<file path="src/wetdc_pkg.sv">
`default_nettype none
package wetdc_pkg;
    // Core clock and slow oscillator rates
    localparam int CLK_KHZ = 40000;
    localparam int SLOW_BASE_KHZ = 32;
    localparam int SLOW_DIV_BASE = CLK_KHZ / SLOW_BASE_KHZ;
    localparam int REF_SHIFT = 8;
    localparam int READY_DLY_US = 6000;
    localparam int READY_DLY_CYC = READY_DLY_US * CLK_KHZ / 1000;
    localparam int PIN_PULSE_US = 1;
    localparam int PIN_PULSE_CYC = PIN_PULSE_US * CLK_KHZ / 1000;
    // Wake source byte fields and wake event codes
    localparam int SRC_TIMEOUT = 0;
    localparam int SRC_TAG = 1;
    localparam int SRC_PIN = 3;
    localparam int SRC_SS = 4;
    localparam int SRC_RATE_LSB = 6;
    localparam logic [7:0] WAKE_TIMEOUT = 8'h01;
    localparam logic [7:0] WAKE_TAG = 8'h02;
    localparam logic [7:0] WAKE_PIN = 8'h08;
    localparam logic [7:0] WAKE_SS = 8'h10;
    localparam logic [4:0] MAX_SLEEP_TOP = 5'h1f;
    localparam int DAC_SHIFT = 2;
    // Calibration sweep
    localparam logic [7:0] CAL_HI_START = 8'hfe;
    localparam logic [7:0] CAL_GUARD = 8'h08;
    localparam logic [7:0] CAL_MAX_SLEEP = 8'h01;
    localparam logic [7:0] CAL_SRC = 8'h03;
    // Host register map
    localparam logic [11:0] REG_CTRL = 12'h000;
    localparam logic [11:0] REG_SRC = 12'h004;
    localparam logic [11:0] REG_TIMING = 12'h008;
    localparam logic [11:0] REG_THRESH = 12'h00c;
    localparam logic [11:0] REG_STATUS = 12'h010;
    localparam int CTRL_GO = 0;
    localparam int CTRL_PIN = 1;
    localparam int CTRL_SS = 2;
    localparam int CTRL_CAL = 3;
    localparam int CTRL_MODE_LSB = 4;
    localparam int CTRL_FORCE_PIN = 8;
    localparam int STAT_BUSY = 0;
    localparam int STAT_READY = 1;
    localparam int STAT_VALID = 2;
    localparam int STAT_ERR = 3;
    localparam int STAT_CAL_DONE = 4;
    localparam int STAT_CODE_LSB = 8;
    localparam int STAT_DAC_LSB = 16;
    localparam int STAT_REF_LSB = 24;
    localparam logic [7:0] SRC_RESET = 8'h08;
    localparam logic [31:0] TIMING_RESET = 32'h3f606020;
    localparam logic [23:0] THRESH_RESET = 24'h087464;

    typedef enum logic [1:0] {MODE_HIBERNATE, MODE_SLEEP, MODE_TAG, MODE_CAL} wetdc_mode_e;
endpackage : wetdc_pkg
`default_nettype wire

</file>
<file path="src/wetdc_if.sv">
`timescale 1ns/10ps
`default_nettype none
interface wetdc_if;
    import wetdc_pkg::*;
    // Wake pins, idle command and wake answer
    logic wake_n;
    logic ss_n;
    logic cmd_valid;
    logic cmd_ready;
    logic cmd_err;
    logic wake_valid;
    logic [7:0] cmd_src;
    logic [7:0] cmd_period;
    logic [7:0] cmd_osc;
    logic [7:0] cmd_dac;
    logic [7:0] cmd_lo;
    logic [7:0] cmd_hi;
    logic [7:0] cmd_swing;
    logic [7:0] cmd_max;
    logic [7:0] wake_code;
    logic [5:0] dac_data;
    wetdc_mode_e cmd_mode;
    modport dev (input wake_n, ss_n, cmd_valid, cmd_src, cmd_period, cmd_osc, cmd_dac, cmd_lo,
        cmd_hi, cmd_swing, cmd_max, cmd_mode, output cmd_ready, cmd_err, wake_valid, wake_code, dac_data);
    modport hst (output wake_n, ss_n, cmd_valid, cmd_src, cmd_period, cmd_osc, cmd_dac, cmd_lo,
        cmd_hi, cmd_swing, cmd_max, cmd_mode, input cmd_ready, cmd_err, wake_valid, wake_code, dac_data);
endinterface : wetdc_if
`default_nettype wire

</file>
<file path="src/wetdc_host.sv">
`timescale 1ns/10ps
`default_nettype none
module wetdc_host
    import wetdc_pkg::*;
(
    input wire logic core_clk,
    input wire logic nrst,
    wetdc_if.hst link,
    input wire logic psel,
    input wire logic penable,
    input wire logic pwrite,
    input wire logic [11:0] paddr,
    input wire logic [31:0] pwdata,
    output logic [31:0] prdata,
    output logic pready,
    output logic pslverr
);
    typedef enum logic [1:0] {H_IDLE, H_SEND, H_WAIT} wetdc_hst_e;
    typedef struct packed {
        wetdc_hst_e st;
        logic go_req;
        logic pin_req;
        logic ss_req;
        logic cal_req;
        logic [15:0] pcnt;
        logic pulse_ss;
        wetdc_mode_e mode;
        logic force_pin;
        logic [7:0] src;
        logic [31:0] timing;
        logic [23:0] thresh;
        logic busy_err;
        logic code_valid;
        logic cal_active;
        logic cal_done;
        logic [7:0] cal_ref;
        logic [7:0] code;
        logic [5:0] dac;
        logic wake_n;
        logic ss_n;
        logic cmd_valid;
        wetdc_mode_e cmd_mode;
        logic [7:0] cmd_src;
        logic [7:0] cmd_lo;
        logic [7:0] cmd_hi;
        logic [7:0] cmd_max;
        logic [31:0] prdata;
        logic pready;
        logic pslverr;
    } wetdc_hstate_s;

    wetdc_hstate_s r;
    wetdc_hstate_s n;

    // Read decode of the host register map
    function automatic logic [32:0] rd_word(input logic [11:0] a, input wetdc_hstate_s s, input logic rdy);
        logic [31:0] st;
        st = '0;
        st[STAT_BUSY] = (s.st != H_IDLE);
        st[STAT_READY] = rdy;
        st[STAT_VALID] = s.code_valid;
        st[STAT_ERR] = s.busy_err;
        st[STAT_CAL_DONE] = s.cal_done;
        st[STAT_CODE_LSB +: 8] = s.code;
        st[STAT_DAC_LSB +: 6] = s.dac;
        st[STAT_REF_LSB +: 8] = s.cal_ref;
        unique case (a)
            REG_CTRL: rd_word = {1'b0, 23'h0, s.force_pin, 2'h0, s.mode, 4'h0};
            REG_SRC: rd_word = {1'b0, 24'h0, s.src};
            REG_TIMING: rd_word = {1'b0, s.timing};
            REG_THRESH: rd_word = {1'b0, 8'h0, s.thresh};
            REG_STATUS: rd_word = {1'b0, st};
            default: rd_word = {1'b1, 32'h0};
        endcase
    endfunction : rd_word

    // Max sleep must lie strictly between zero and the top code
    function automatic logic max_bad(input logic [7:0] m);
        max_bad = (m[4:0] == 5'h00) || (m[4:0] == MAX_SLEEP_TOP);
    endfunction : max_bad

    // Next state: pulse generator, command sequencer, calibration sweep, bus slave
    always_comb begin
        logic [32:0] rd;
        logic [7:0] src_out;
        rd = rd_word(paddr, r, link.cmd_ready);
        src_out = r.src | (r.force_pin ? WAKE_PIN : 8'h00);
        n = r;
        n.pready = 1'b0;
        n.pslverr = 1'b0;
        if (r.pcnt != '0) begin
            n.pcnt = r.pcnt - 16'd1;
        end else if (r.pin_req || r.ss_req) begin
            n.pcnt = 16'(PIN_PULSE_CYC);
            n.pulse_ss = r.ss_req && !r.pin_req;
            n.pin_req = 1'b0;
            n.ss_req = r.pin_req ? r.ss_req : 1'b0;
        end
        n.wake_n = !(n.pcnt != '0 && !n.pulse_ss);
        n.ss_n = !(n.pcnt != '0 && n.pulse_ss);
        unique case (r.st)
            H_IDLE: begin
                if (r.cal_req) begin
                    n.cal_req = 1'b0;
                    n.cal_active = 1'b1;
                    n.cal_done = 1'b0;
                    n.cmd_mode = MODE_CAL;
                    n.cmd_src = CAL_SRC | (src_out & 8'hc8);
                    n.cmd_lo = 8'h00;
                    n.cmd_hi = CAL_HI_START;
                    n.cmd_max = CAL_MAX_SLEEP;
                    n.busy_err = 1'b0;
                    n.st = H_SEND;
                end else if (r.go_req) begin
                    n.go_req = 1'b0;
                    n.cmd_mode = r.mode;
                    n.cmd_src = src_out;
                    n.cmd_lo = r.thresh[7:0];
                    n.cmd_hi = r.thresh[15:8];
                    n.cmd_max = r.thresh[23:16];
                    n.busy_err = (r.mode != MODE_HIBERNATE) && max_bad(r.thresh[23:16]);
                    n.code_valid = 1'b0;
                    n.st = n.busy_err ? H_IDLE : H_SEND;
                end
            end
            H_SEND: begin
                n.cmd_valid = 1'b1;
                if (r.cmd_valid && link.cmd_ready) begin
                    n.cmd_valid = 1'b0;
                    n.st = H_WAIT;
                end
            end
            H_WAIT: begin
                if (link.cmd_err) begin
                    n.busy_err = 1'b1;
                    n.cal_active = 1'b0;
                    n.st = H_IDLE;
                end else if (link.wake_valid) begin
                    n.code = link.wake_code;
                    n.dac = link.dac_data;
                    n.code_valid = (r.cmd_mode != MODE_HIBERNATE);
                    n.st = H_IDLE;
                    if (r.cal_active && link.wake_code == WAKE_TIMEOUT && r.cmd_hi != 8'h00) begin
                        n.cmd_hi = r.cmd_hi - 8'd1;
                        n.st = H_SEND;
                    end else if (r.cal_active) begin
                        n.cal_active = 1'b0;
                        n.cal_done = 1'b1;
                        n.cal_ref = r.cmd_hi;
                        n.thresh[7:0] = (r.cmd_hi > CAL_GUARD) ? r.cmd_hi - CAL_GUARD : 8'h00;
                        n.thresh[15:8] = (r.cmd_hi < 8'hff - CAL_GUARD) ? r.cmd_hi + CAL_GUARD : 8'hff;
                    end
                end
            end
            default: n.st = H_IDLE;
        endcase
        if (psel && !penable && !r.pready) begin
            n.pready = 1'b1;
            n.prdata = rd[31:0];
            n.pslverr = rd[32];
        end
        if (psel && penable && r.pready && pwrite) begin
            unique case (paddr)
                REG_CTRL: begin
                    n.go_req = n.go_req | pwdata[CTRL_GO];
                    n.pin_req = n.pin_req | pwdata[CTRL_PIN];
                    n.ss_req = n.ss_req | pwdata[CTRL_SS];
                    n.cal_req = n.cal_req | pwdata[CTRL_CAL];
                    n.mode = wetdc_mode_e'(pwdata[CTRL_MODE_LSB +: 2]);
                    n.force_pin = pwdata[CTRL_FORCE_PIN];
                end
                REG_SRC: n.src = pwdata[7:0];
                REG_TIMING: n.timing = pwdata;
                REG_THRESH: n.thresh = pwdata[23:0];
                default: n.src = r.src;
            endcase
        end
    end

    // State register
    always_ff @(posedge core_clk or negedge nrst) begin
        if (!nrst) begin
            r <= '0;
            r.st <= H_IDLE;
            r.mode <= MODE_SLEEP;
            r.cmd_mode <= MODE_SLEEP;
            r.force_pin <= 1'b1;
            r.src <= SRC_RESET;
            r.timing <= TIMING_RESET;
            r.thresh <= THRESH_RESET;
            r.wake_n <= 1'b1;
            r.ss_n <= 1'b1;
        end else begin
            r <= n;
        end
    end

    // Outputs straight from the state register
    assign prdata = r.prdata;
    assign pready = r.pready;
    assign pslverr = r.pslverr;
    assign link.wake_n = r.wake_n;
    assign link.ss_n = r.ss_n;
    assign link.cmd_valid = r.cmd_valid;
    assign link.cmd_mode = r.cmd_mode;
    assign link.cmd_src = r.cmd_src;
    assign link.cmd_lo = r.cmd_lo;
    assign link.cmd_hi = r.cmd_hi;
    assign link.cmd_max = r.cmd_max;
    assign link.cmd_period = r.timing[7:0];
    assign link.cmd_osc = r.timing[15:8];
    assign link.cmd_dac = r.timing[23:16];
    assign link.cmd_swing = r.timing[31:24];
endmodule : wetdc_host
`default_nettype wire

</file>
<file path="src/flat_wrapper.sv">
// flat-port wrapper written by rule: the top's interface ports become plain ports
module wetdc_host_flat import wetdc_pkg::*;
  (core_clk, nrst, psel, penable, pwrite, paddr, pwdata, prdata, pready, pslverr, link_wake_n, link_ss_n, link_cmd_valid, link_cmd_src, link_cmd_period, link_cmd_osc, link_cmd_dac, link_cmd_lo, link_cmd_hi, link_cmd_swing, link_cmd_max, link_cmd_mode, link_cmd_ready, link_cmd_err, link_wake_valid, link_wake_code, link_dac_data);
  wetdc_if link_i ();
  input wire logic core_clk;
  input wire logic nrst;
  input wire logic psel;
  input wire logic penable;
  input wire logic pwrite;
  input wire logic [11:0] paddr;
  input wire logic [31:0] pwdata;
  output logic [31:0] prdata;
  output logic pready;
  output logic pslverr;
  output wire logic [$bits(link_i.wake_n)-1:0] link_wake_n;
  output wire logic [$bits(link_i.ss_n)-1:0] link_ss_n;
  output wire logic [$bits(link_i.cmd_valid)-1:0] link_cmd_valid;
  output wire logic [$bits(link_i.cmd_src)-1:0] link_cmd_src;
  output wire logic [$bits(link_i.cmd_period)-1:0] link_cmd_period;
  output wire logic [$bits(link_i.cmd_osc)-1:0] link_cmd_osc;
  output wire logic [$bits(link_i.cmd_dac)-1:0] link_cmd_dac;
  output wire logic [$bits(link_i.cmd_lo)-1:0] link_cmd_lo;
  output wire logic [$bits(link_i.cmd_hi)-1:0] link_cmd_hi;
  output wire logic [$bits(link_i.cmd_swing)-1:0] link_cmd_swing;
  output wire logic [$bits(link_i.cmd_max)-1:0] link_cmd_max;
  output wire logic [$bits(link_i.cmd_mode)-1:0] link_cmd_mode;
  input wire logic [$bits(link_i.cmd_ready)-1:0] link_cmd_ready;
  input wire logic [$bits(link_i.cmd_err)-1:0] link_cmd_err;
  input wire logic [$bits(link_i.wake_valid)-1:0] link_wake_valid;
  input wire logic [$bits(link_i.wake_code)-1:0] link_wake_code;
  input wire logic [$bits(link_i.dac_data)-1:0] link_dac_data;
  assign link_wake_n = link_i.wake_n;
  assign link_ss_n = link_i.ss_n;
  assign link_cmd_valid = link_i.cmd_valid;
  assign link_cmd_src = link_i.cmd_src;
  assign link_cmd_period = link_i.cmd_period;
  assign link_cmd_osc = link_i.cmd_osc;
  assign link_cmd_dac = link_i.cmd_dac;
  assign link_cmd_lo = link_i.cmd_lo;
  assign link_cmd_hi = link_i.cmd_hi;
  assign link_cmd_swing = link_i.cmd_swing;
  assign link_cmd_max = link_i.cmd_max;
  assign link_cmd_mode = link_i.cmd_mode;
  assign link_i.cmd_ready = link_cmd_ready;
  assign link_i.cmd_err = link_cmd_err;
  assign link_i.wake_valid = link_wake_valid;
  assign link_i.wake_code = link_wake_code;
  assign link_i.dac_data = link_dac_data;
  wetdc_host u_core (.core_clk(core_clk), .nrst(nrst), .link(link_i), .psel(psel), .penable(penable), .pwrite(pwrite), .paddr(paddr), .pwdata(pwdata), .prdata(prdata), .pready(pready), .pslverr(pslverr));
endmodule
</file>
<file path="config.mk">
export PLATFORM = sky130hd
export DESIGN_NAME = wetdc_host_flat
export DESIGN_NICKNAME = d
export VERILOG_FILES = /design/src/wetdc_pkg.sv /design/src/wetdc_if.sv /design/src/wetdc_host.sv /design/src/flat_wrapper.sv
export SDC_FILE = /design/constraint.sdc
export NUM_CORES = 1
export LEC_CHECK = 0
export ABC_AREA = 1
export BUFFER_PORTS_ARGS = -buffer_cell sky130_fd_sc_hd__buf_4
export CAP_MARGIN = 20
export CORE_ASPECT_RATIO = 0.5
export CORE_MARGIN = 5
export CORE_UTILIZATION = 51
export DETAILED_ROUTE_END_ITERATION = 6
export PLACE_DENSITY_LB_ADDON = 0.25
export SLEW_MARGIN = 10
export SYNTH_ARGS = -nofsm -noshare
export SYNTH_HDL_FRONTEND = slang
export SYNTH_SLANG_ARGS = --single-unit
</file>
<file path="constraint.sdc">
create_clock -name core_clk -period 1.7 [get_ports core_clk]
set_clock_uncertainty 0.05 [all_clocks]
set_input_delay 0.085 -clock core_clk [delete_from_list [all_inputs] [get_ports core_clk]]
set_output_delay 0.085 -clock core_clk [all_outputs]
set_load 0.02 [all_outputs]
</file>
==> results by group, run 1 <==
STA
  – Hold slack: between 0.04 and 0.05 ns
  – FMAX: 557 MHz
  – Slew Viols, Final: 0
  – Fin worst setup slack: -0.0956 ns
  – Setup violations, final: 12
  – Fin. Hold Viols: 0
  – Min Tclk post-route: 1.80 ns
  – RSZ-0062 raised after global routing: yes
  – Final period utilization: 106%
  – Slew margin rel.: 67.0%
  – Least-Margin Pin Slew: 0.495 ns
  – Setup TNS: -0.352 ns

Detailed routing
  – Starting DRC count in detailed routing: 681
  – DRT Wirelength: 29.3 mm
  – DR DRC count: 0
  – Drt first pass iters: 6
  – Wire per inst: 17.3 um
  – Vias: 8786
  – ANT nets after route: 0
  – Vias/cell: 5.19

Die
  – Core Region: 18500 sq um
  – Die height: roughly 110 um
  – Std cell rows: 35
  – Starting Density: 52.2%
  – Ports: 169
  – Die area: 21900 sq um
  – DIE WIDTH: 204 um

Synthesis
  – Largest family of logic cells by synthesized area: simple AND/OR/NAND/NOR gates
  – Avg Inst Size Synth: 8.02 sq um
  – Post-Synth Adder-Cell Area: 0.909%
  – Yosys cell types: 42
  – Syn nets: 1275
  – Post-synthesis compound-gate area fraction: 11.8%
  – EDFF count, synth: 0
  – Synth Instances: 1202
  – Async SR Flop Fraction: between 90% and 100%
  – Top cells by area, synth: dfrtp_1 42%, nand2_1 14%, buf_4 7.7%, dfstp_2 6.8%, o21ai_0 6.8%
  – Synthesis Warnings: 0
  – Post-synthesis mux area share: 1.40%
  – Biggest area consumer among synthesized cells: dfrtp_1
  – Sequential area share after synthesis: 48.9%
  – Mapped Area: 9640 sq um
  – Synth top area share: between 40% and 50%
  – #FFs+latches synth: 187
  – Synth Area in Simple Gates: 22.2%
  – Post-synth top flop: dfrtp_1
  – Post-Synth XOR/XNOR Area: 0.454%

Layout
  – Non-Filler Instances: 1693
  – Commonest non-fill, non-tap cell in the layout: nand2_1
  – Filler Cells Inserted: 1437
  – Synth-to-Final Area Change: 34.9%
  – Layout cells sized above 1: 32.0%
  – Leading cell types in the layout, fill and taps excluded: 330 x nand2_1, 255 x buf_4, 159 x dfrtp_1
  – Final Core Density: 70.4%
  – Layout Nets: 1494

Power and ir drop
  – Power density cells: between 1000 and 1500 nW/um^2
  – Sw frac: 32.2%
  – Peak VDD IR: 0.773 mV
  – Pleak: 0.00674 uW
  – Clock network fraction of total power: 32.4%
  – Internal power: 9070 uW
  – Flop pwr share: 38.9%
  – P_sw: 4310 uW
  – Power Total: 13400 uW
  – Comb pwr share: ~29%

Run status
  – Outcome: finished, violations left
  – Violated checks: negative setup slack

Worst setup path
  – Critical Path End Type: flop
  – Worst Setup Path Type: reg -> reg
  – CP required: 2.01 ns
  – CP Launch Type: flop
  – CP max stage cell: dfrtp_1
  – WP data arrival: 2.10 ns
  – Reg-to-Reg Start: u_core.link.cmd_hi[6]
  – Max FO, Critical Path: 6
  – Most used cell, CP: nor2_4
  – Beginning of the critical path: u_core.link.cmd_hi[6]
  – Crit path largest cell delay: 0.41 ns
  – CP cell instances: nor2_4 > inv_2 > nor2_4 > nand3_2 > nand2_2 > nand3_4 > buf_8 > nor2_4 > nand2_2 > a21oi_2

Clock network
  – CTS tree: yes
  – Clock transition at the registers of the reported paths: 0.07 ns
  – H-tree depth: 4
  – Clock Latency Late Sink: 0.43 ns
  – CTS Buf Count: 17
  – Clock Sink Count: 187
  – Clock Tree Root: clkbuf_16
  – Clock Tree Buf Depth: 2

Place
  – DP HPWL: 20.6 mm
  – Gpl congestion: 0.944
  – Port Buffers: 168
  – Placed Cells: 1593

Global route
  – GRT Resource Usage Total: 26.2%
  – Grt total ovfl: 0
  – Maximum number of pins on one net before global-route repair: between 40 and 50
  – Vias in the first global route: roughly 8.6k
  – Initial antenna violation count: 0
  – First-pass GRT wire length: 45.3 mm

Job
  – Max-capacitance violation count: 0

Worst hold path
  – Min-delay src: psel
  – HP Class: in -> reg
## per-stage QoR
stage                     worst slack, ns  instance area (sq um)
after floorplan                   0.00144                   9660
after detailed placement           -0.218                  11200
after CTS                        -0.00536                  12500
after global routing               -0.172                  13000
after global placement            -0.0774                  11200
final                             -0.0956                  13000
## layout make-up
type                            count  area [sq um]  share of cell area (%)
Tap cell                          259           324                    2.49
Multi-Input combinational cell    758          3930                    30.2
Clock inverter                     12           186                    1.43
Antenna cell                        1          2.50                  0.0192
Clock buffer                       19           443                    3.40
Sequential cell                   187          4710                    36.2
Timing Repair Buffer              336          2950                    22.7
Inverter                          121           465                    3.58
## cells in the mapped netlist, types with 8 or more instances
cell type / n
nand2_1: 354
dfrtp_1: 162
o21ai_0: 131
inv_1: 113
buf_4: 99
nor2_1: 83
nand3_1: 46
a21oi_1: 35
dfstp_2: 25
clkbuf_1: 18
buf_2: 16
o21ai_1: 14
nand4_1: 10
mux2_1: 8
nor2_2: 8
o22ai_1: 8
## state kept, by name, summed over array words and instances (netlist names), 2 cells and up
register and count:
u_core.link.cmd_lo 8, u_core.prdata 32, u_core.link.cmd_swing 8, u_core.link.cmd_osc 8
u_core.link.cmd_hi 8, u_core.r 84, u_core.link.cmd_dac 8, u_core.link.cmd_period 8
u_core.link.cmd_src 8, u_core.link.cmd_mode 2, u_core.link.cmd_max 8
## worst paths after layout
check | slack [ns] | cells past startpoint | end
min in group asynchronous | 0.10 | 2 | u_core.link.cmd_src[0]
max in group asynchronous | 0.86 | 3 | u_core.r[111]
setup / recovery | -0.1 | 10 | u_core.r[101]
setup reg to reg | -0.1 | 10 | u_core.r[101]
hold / removal | 0.04 | 4 | u_core.pready
hold reg to reg | 0.43 | 2 | u_core.link.cmd_mode[0]
## logic make-up after synthesis
| group | count (synthesis) |
|---|---|
| adder cells (fa/ha/maj) | 7 |
| AND/OR/NAND/NOR | 522 |
| XOR/XNOR | 5 |
| flip-flops | 187 |
| buffers and inverters | 257 |
| AO/OA/AOI/OAI | 212 |
| multiplexers | 12 |
## worst max-delay path, delay by kind of cell (launching register included)
kind	cells	cell delay (ns)
AND/OR/NAND/NOR	7	0.89
buffers and inverters	2	0.24
AO/OA/AOI/OAI	1	0.13
flip-flops	1	0.41
## power by group through the flow
stage          clock network (uW)  registers (uW)  logic [uW]
3_3_place_gp                    0            5240        3130
4_1_cts                      4380            5170        3310
6_report                     4330            5200        3850
2_1_floorplan                   0            5200        1890
5_1_grt                      4580            5240        4210
3_5_place_dp                    0            5250        3190
## layer usage
layer	vias up	GRT usage (%)	part of all wire [%]
met5	-	0	0
met4	0	7.17	1.8
met3	42	5.29	7.8
met2	359	41.0	46
met1	4193	37.3	44
li1	4192	-	-
## timing repair
action	in CTS	in global routing
hold buffers	51	0
endpoints found under the setup margin	9	66
buffers inserted	1	11
gates resized for setup	31	113
pin swaps	5	24
gates cloned	1	6
hold endpoints to repair	256	0
Power figures use the tool's default switching activity.
==> run 2, diff against run 1 <==
Settings changed: REMOVE_ABC_BUFFERS set to 1.
==> results by group, run 2 (synthesis gave the netlist of run 1 again) <==
Die
  – Die height: 107 um
  – Core Region: 18500 sq um
  – Ports: around 170
  – Starting Density: 52.2%
  – DIE WIDTH: 204 um
  – Std cell rows: 35
  – Die area: between 20000 and 25000 sq um

Layout
  – Commonest non-fill, non-tap cell in the layout: nand2_1
  – FF+latch area: 4710 sq um
  – Layout cells sized above 1: 31.6%
  – Filler Cells Inserted: 1501
  – Synth-to-Final Area Change: 34.2%
  – Non-Filler Instances: 1701
  – Leading cell types in the layout, fill and taps excluded: 332 x nand2_1, 270 x buf_4, 162 x dfrtp_1
  – Layout Nets: 1502
  – Largest Register: u_core.r
  – Max reg flops: 84
  – Antenna fix cells: 0
  – Multi-input gate area: ~3900 sq um

Detailed routing
  – Drt first pass iters: 5
  – DRT Wirelength: 28.9 mm
  – Vias/cell: 5.17
  – Starting DRC count in detailed routing: ~590
  – Vias: around 8.8k
  – Wire per inst: approximately 17 um
  – DR DRC count: 0
  – ANT nets after route: 0

Worst setup path
  – CP Launch Type: flop
  – Max FO, Critical Path: 3
  – Worst r2r path cells: 13
  – Crit path to: u_core.link.ss_n
  – Register-to-register path setup slack: -0.07 ns
  – CP required: roughly 2.0 ns
  – Reg-to-Reg Start: u_core.r[168]
  – Worst Setup Path Type: reg -> reg
  – Critical Path End Type: flop
  – WP data arrival: 2.09 ns
  – RR Endpoint: u_core.link.ss_n
  – Beginning of the critical path: u_core.r[168]

Place
  – Port Buffers: ~170
  – Placed Cells: ~1.6k
  – DP HPWL: 20.6 mm
  – Setup WS pre-CTS: -0.109 ns
  – Gpl congestion: between 0.9 and 1

STA
  – Least-Margin Pin Slew: 0.468 ns
  – Slew margin rel.: 68.7%
  – Final period utilization: 104%
  – FMAX: 565 MHz
  – Setup violations, final: 3
  – RSZ-0062 raised after global routing: yes
  – Slew Viols, Final: 0
  – Fin worst setup slack: -0.0692 ns
  – Fin. Hold Viols: 0
  – Min Tclk post-route: between 1.5 and 2 ns
  – Setup TNS: -0.143 ns

Clock network
  – Clock Tree Buf Depth: 2
  – H-tree depth: 4
  – Clock Sink Count: 187
  – CTS tree: yes
  – Clock Latency Late Sink: 0.43 ns
  – CTS Buf Count: 17
  – Clock Tree Root: clkbuf_16
  – Clock transition at the registers of the reported paths: 0.07 ns

Run status
  – Outcome: finished, violations left
  – Violated checks: negative setup slack

Global route
  – GRT Resource Usage Total: 26.4%
  – Maximum number of pins on one net before global-route repair: 48
  – First-pass GRT wire length: between 40 and 50 mm
  – Vias in the first global route: around 8.9k
  – Initial antenna violation count: 0
  – Grt total ovfl: 0

Worst hold path
  – Min-delay src: psel
  – HP Class: in -> reg

Power and ir drop
  – Pleak: roughly 0.0067 uW
  – Power density cells: just over 1000 nW/um^2
  – Peak VDD IR: roughly 0.7 mV

Job
  – Max-capacitance violation count: 0
==> run 2: cell count changes in the layout (fill, tap and decap cells not counted), sizes merged, moves of 3 or more <==
| cell | before | now |
|---|---|---|
| clkinv | 3 | 6 |
| bufinv | 4 | 1 |
| clkinvlp | 4 | 1 |
| clkbuf | 24 | 20 |
| buf | 280 | 291 |
| inv | 122 | 127 |
==> run 2: worst max-delay path: stages, from the launching register on <==
cell and delay [ns]:
dfrtp_1 0.43, nor2_1 0.20, buf_4 0.16, nand2_1 0.08
buf_4 0.14, nor2_2 0.09, nand2_1 0.05, nand2_1 0.05
nand2_1 0.07, nand2_1 0.09, nand2_1 0.06, nor2_1 0.08
nand3_1 0.10, nand2_1 0.07
==> run 2: final cells by class <==
cell class,count,area share (%)
clock buffer,18,3.32
clock inverter,14,1.19
inverter,121,3.59
multi-input combinational,758,30.1
sequential,187,36.4
tap,259,2.51
timing repair buffer,344,22.9
==> run 2: worst min path at each step <==
stage                                        end  slack (ns)  depth (start not counted)
after floorplan           u_core.link.cmd_dac[0]       -0.26                          0
after global placement         u_core.prdata[18]        0.01                          1
after detailed placement       u_core.prdata[17]        0.02                          1
after CTS                          u_core.pready        0.03                          4
after global routing               u_core.pready        0.04                          4
final                              u_core.pready        0.04                          4
==> run 2: per-layer routing <==
| metal | vias to the layer above | track usage, % | share of wire, % |
|---|---|---|---|
| met5 | - | 0 | 0 |
| met4 | 0 | 7.55 | 1.9 |
| met3 | 47 | 4.17 | 5.7 |
| met2 | 296 | 45.0 | 49 |
| met1 | 4243 | 35.2 | 44 |
| li1 | 4208 | - | - |
==> run 2: report_power, final <==
part / internal [uW] / switching, uW
Clock: 2090 / 1910
Combinational: 1640 / 2300
Sequential: 4900 / 249
==> run 2: timing repair <==
item	4_1_cts	5_1_grt
buffers inserted	5	5
pin swaps	10	31
gates cloned	1	1
endpoints found under the setup margin	51	64
hold buffers	51	0
resized for setup	38	88
hold endpoints to repair	242	0
==> run 2: metrics by stage <==
stage / cell area [sq um] / hold slack [ns] / power, uW / util [%]
floorplan: 8720 / -0.261 / 6830 / -
global placement: 11300 / 0.0110 / 8440 / 61.4
detailed placement: 11300 / 0.0196 / 8510 / 61.4
CTS: 12600 / 0.0264 / 12900 / 68.3
global route: 12900 / 0.0360 / 13700 / 70.0
finish: 12900 / 0.0379 / 13100 / 70.0
==> run 3, diff against run 2 <==
Settings changed: ABC_CLOCK_PERIOD_IN_PS set to 1700, SKIP_LAST_GASP set to 1.
==> results by group, run 3 (synthesis gave the netlist of run 1 again) <==
Run status
  – Outcome: finished, violations left
  – Violated checks: negative setup slack

STA
  – Final period utilization: 104%
  – FMAX: 566 MHz
  – RSZ-0062 raised after global routing: yes
  – Least-Margin Pin Slew: roughly 0.47 ns
  – Slew margin rel.: 68.9%
  – Setup violations, final: 8
  – Fin worst setup slack: -0.0673 ns
  – Min Tclk post-route: approximately 1.8 ns
  – Slew Viols, Final: 0
  – Hold slack: ~0.037 ns
  – Fin. Hold Viols: 0

Job
  – Max-capacitance violation count: 0

Clock network
  – Clock transition at the registers of the reported paths: around 0.070 ns
  – H-tree depth: 4
  – CTS tree: yes
  – Clock Sink Count: 187
  – CTS Buf Count: 17
  – Clock Tree Root: clkbuf_16
  – Clock Tree Buf Depth: 2
  – Clock Latency Late Sink: 0.43 ns

Detailed routing
  – DRT Wirelength: between 20 and 30 mm
  – Wire per inst: 17.0 um
  – ANT nets after route: 0
  – DR DRC count: 0
  – Vias: 8787
  – Drt first pass iters: 5
  – Vias/cell: 5.17
  – Starting DRC count in detailed routing: 667

Worst setup path
  – Reg-to-Reg Start: u_core.r[168]
  – CP Launch Type: flop
  – Worst r2r path cells: 13
  – Critical Path End Type: flop
  – Register-to-register path setup slack: -0.07 ns
  – CP required: 2.02 ns
  – Worst Setup Path Type: reg -> reg
  – WP data arrival: 2.09 ns
  – Max FO, Critical Path: 3
  – RR Endpoint: u_core.link.ss_n

Layout
  – Leading cell types in the layout, fill and taps excluded: 337 x nand2_1, 272 x buf_4, 162 x dfrtp_1
  – Antenna fix cells: 0
  – Layout Nets: 1502
  – Max reg flops: 84
  – Layout cells sized above 1: 30.9%
  – Commonest non-fill, non-tap cell in the layout: nand2_1
  – Filler Cells Inserted: 1505
  – Synth-to-Final Area Change: 33.7%
  – Largest Register: u_core.r

Place
  – Port Buffers: 168
  – Gpl congestion: about 0.94
  – Setup WS pre-CTS: -0.109 ns
  – DP HPWL: approximately 21 mm

Power and ir drop
  – Power density cells: 1010 nW/um^2
  – Power Total: 13100 uW
  – Peak VDD IR: 0.685 mV
  – Pleak: between 0.006 and 0.007 uW

Global route
  – First-pass GRT wire length: 45.8 mm
  – Grt total ovfl: 0
  – Vias in the first global route: 8899
  – Initial antenna violation count: 0
  – GRT Resource Usage Total: 26.4%
  – Maximum number of pins on one net before global-route repair: 48

Worst hold path
  – HP Class: in -> reg
  – Hold depth: 4
  – Hold Crit Endpoint: u_core.pready
  – Min-delay src: psel

Die
  – Starting Density: 52.2%
  – Std cell rows: 35
  – Die area: 21900 sq um
  – Ports: between 150 and 200
  – DIE WIDTH: between 200 and 250 um
  – Die height: 107 um
  – Core Region: 18500 sq um
==> run 3: cell count changes in the layout (fill, tap and decap cells not counted) <==
cell	previous run	this run
buf_4	270	272
buf_8	1	0
buf_6	4	3
o21ai_2	5	2
a21oi_2	5	4
nand2_2	20	15
o21ai_0	116	121
o21ai_1	24	22
nand2_1	332	337
a21oi_1	30	31
inv_4	1	2
inv_8	4	3
==> run 3: worst max-delay path by stage <==
stage / start / end / slack, ns
6_report: u_core.r[168] / u_core.link.ss_n / -0.07
2_1_floorplan: u_core.pready / u_core.prdata[10] / -1.48
3_3_place_gp: u_core.r[186] / u_core.link.cmd_lo[1] / -0.1
5_1_grt: u_core.r[167] / u_core.link.wake_n / -0.23
3_5_place_dp: u_core.r[186] / u_core.link.cmd_lo[0] / -0.11
4_1_cts: u_core.link.cmd_hi[1] / u_core.r[112] / -0.008
==> run 3: power by group <==
group / internal (uW) / total [uW] / switching [uW]
Combinational: 1640 / 3920 / 2290
Clock: 2090 / 4010 / 1920
Sequential: 4900 / 5150 / 247
Total: 8630 / 13100 / 4450
==> run 3: cell type report <==
class	instances	area, sq um	area share, %
flip-flops and latches	187	4710	36.5
inverters	121	459	3.56
well taps	259	324	2.51
clock inverters	14	154	1.19
multi-input cells	758	3870	30.0
repair buffers	344	2950	22.8
clock buffers	18	429	3.33
==> run 3: layer usage <==
metal	track usage [%]	vias up	wire length, um	share of wire (%)
met4	7.55	0	582	2.0
met1	35.2	4229	12500	43
li1	-	4201	-	-
met3	4.17	53	1840	6.3
met5	0	-	0	0
met2	45.0	304	14100	49
==> run 3: worst max-delay path, cell delays in order (launching register included) <==
cell and delay, ns:
dfrtp_1 0.43, nor2_1 0.20, buf_4 0.16, nand2_1 0.08, buf_4 0.14, nor2_2 0.09, nand2_1 0.05, nand2_1 0.05
nand2_1 0.07, nand2_1 0.09, nand2_1 0.06, nor2_1 0.08, nand3_1 0.10, nand2_1 0.07
==> run 3: repair_timing <==
item                                   in CTS  in global routing
gates resized for setup                    36                 71
hold buffers                               51                  0
pin swaps                                  10                 31
buffers inserted                            5                  5
endpoints found under the hold margin     242                  0
setup endpoints to repair                  51                 63
gates cloned                                1                  1
==> run 3: per-stage QoR <==
step	area (sq um)	util, %	TNS, ns	cells
3_3_place_gp	11300	61.4	-1.73	1607
4_1_cts	12600	68.3	-0.0178	1696
2_1_floorplan	8720	-	-104.99	1066
5_1_grt	12900	69.7	-2.40	1701
6_report	12900	69.7	-0.201	1701
3_5_place_dp	11300	61.4	-2.53	1607
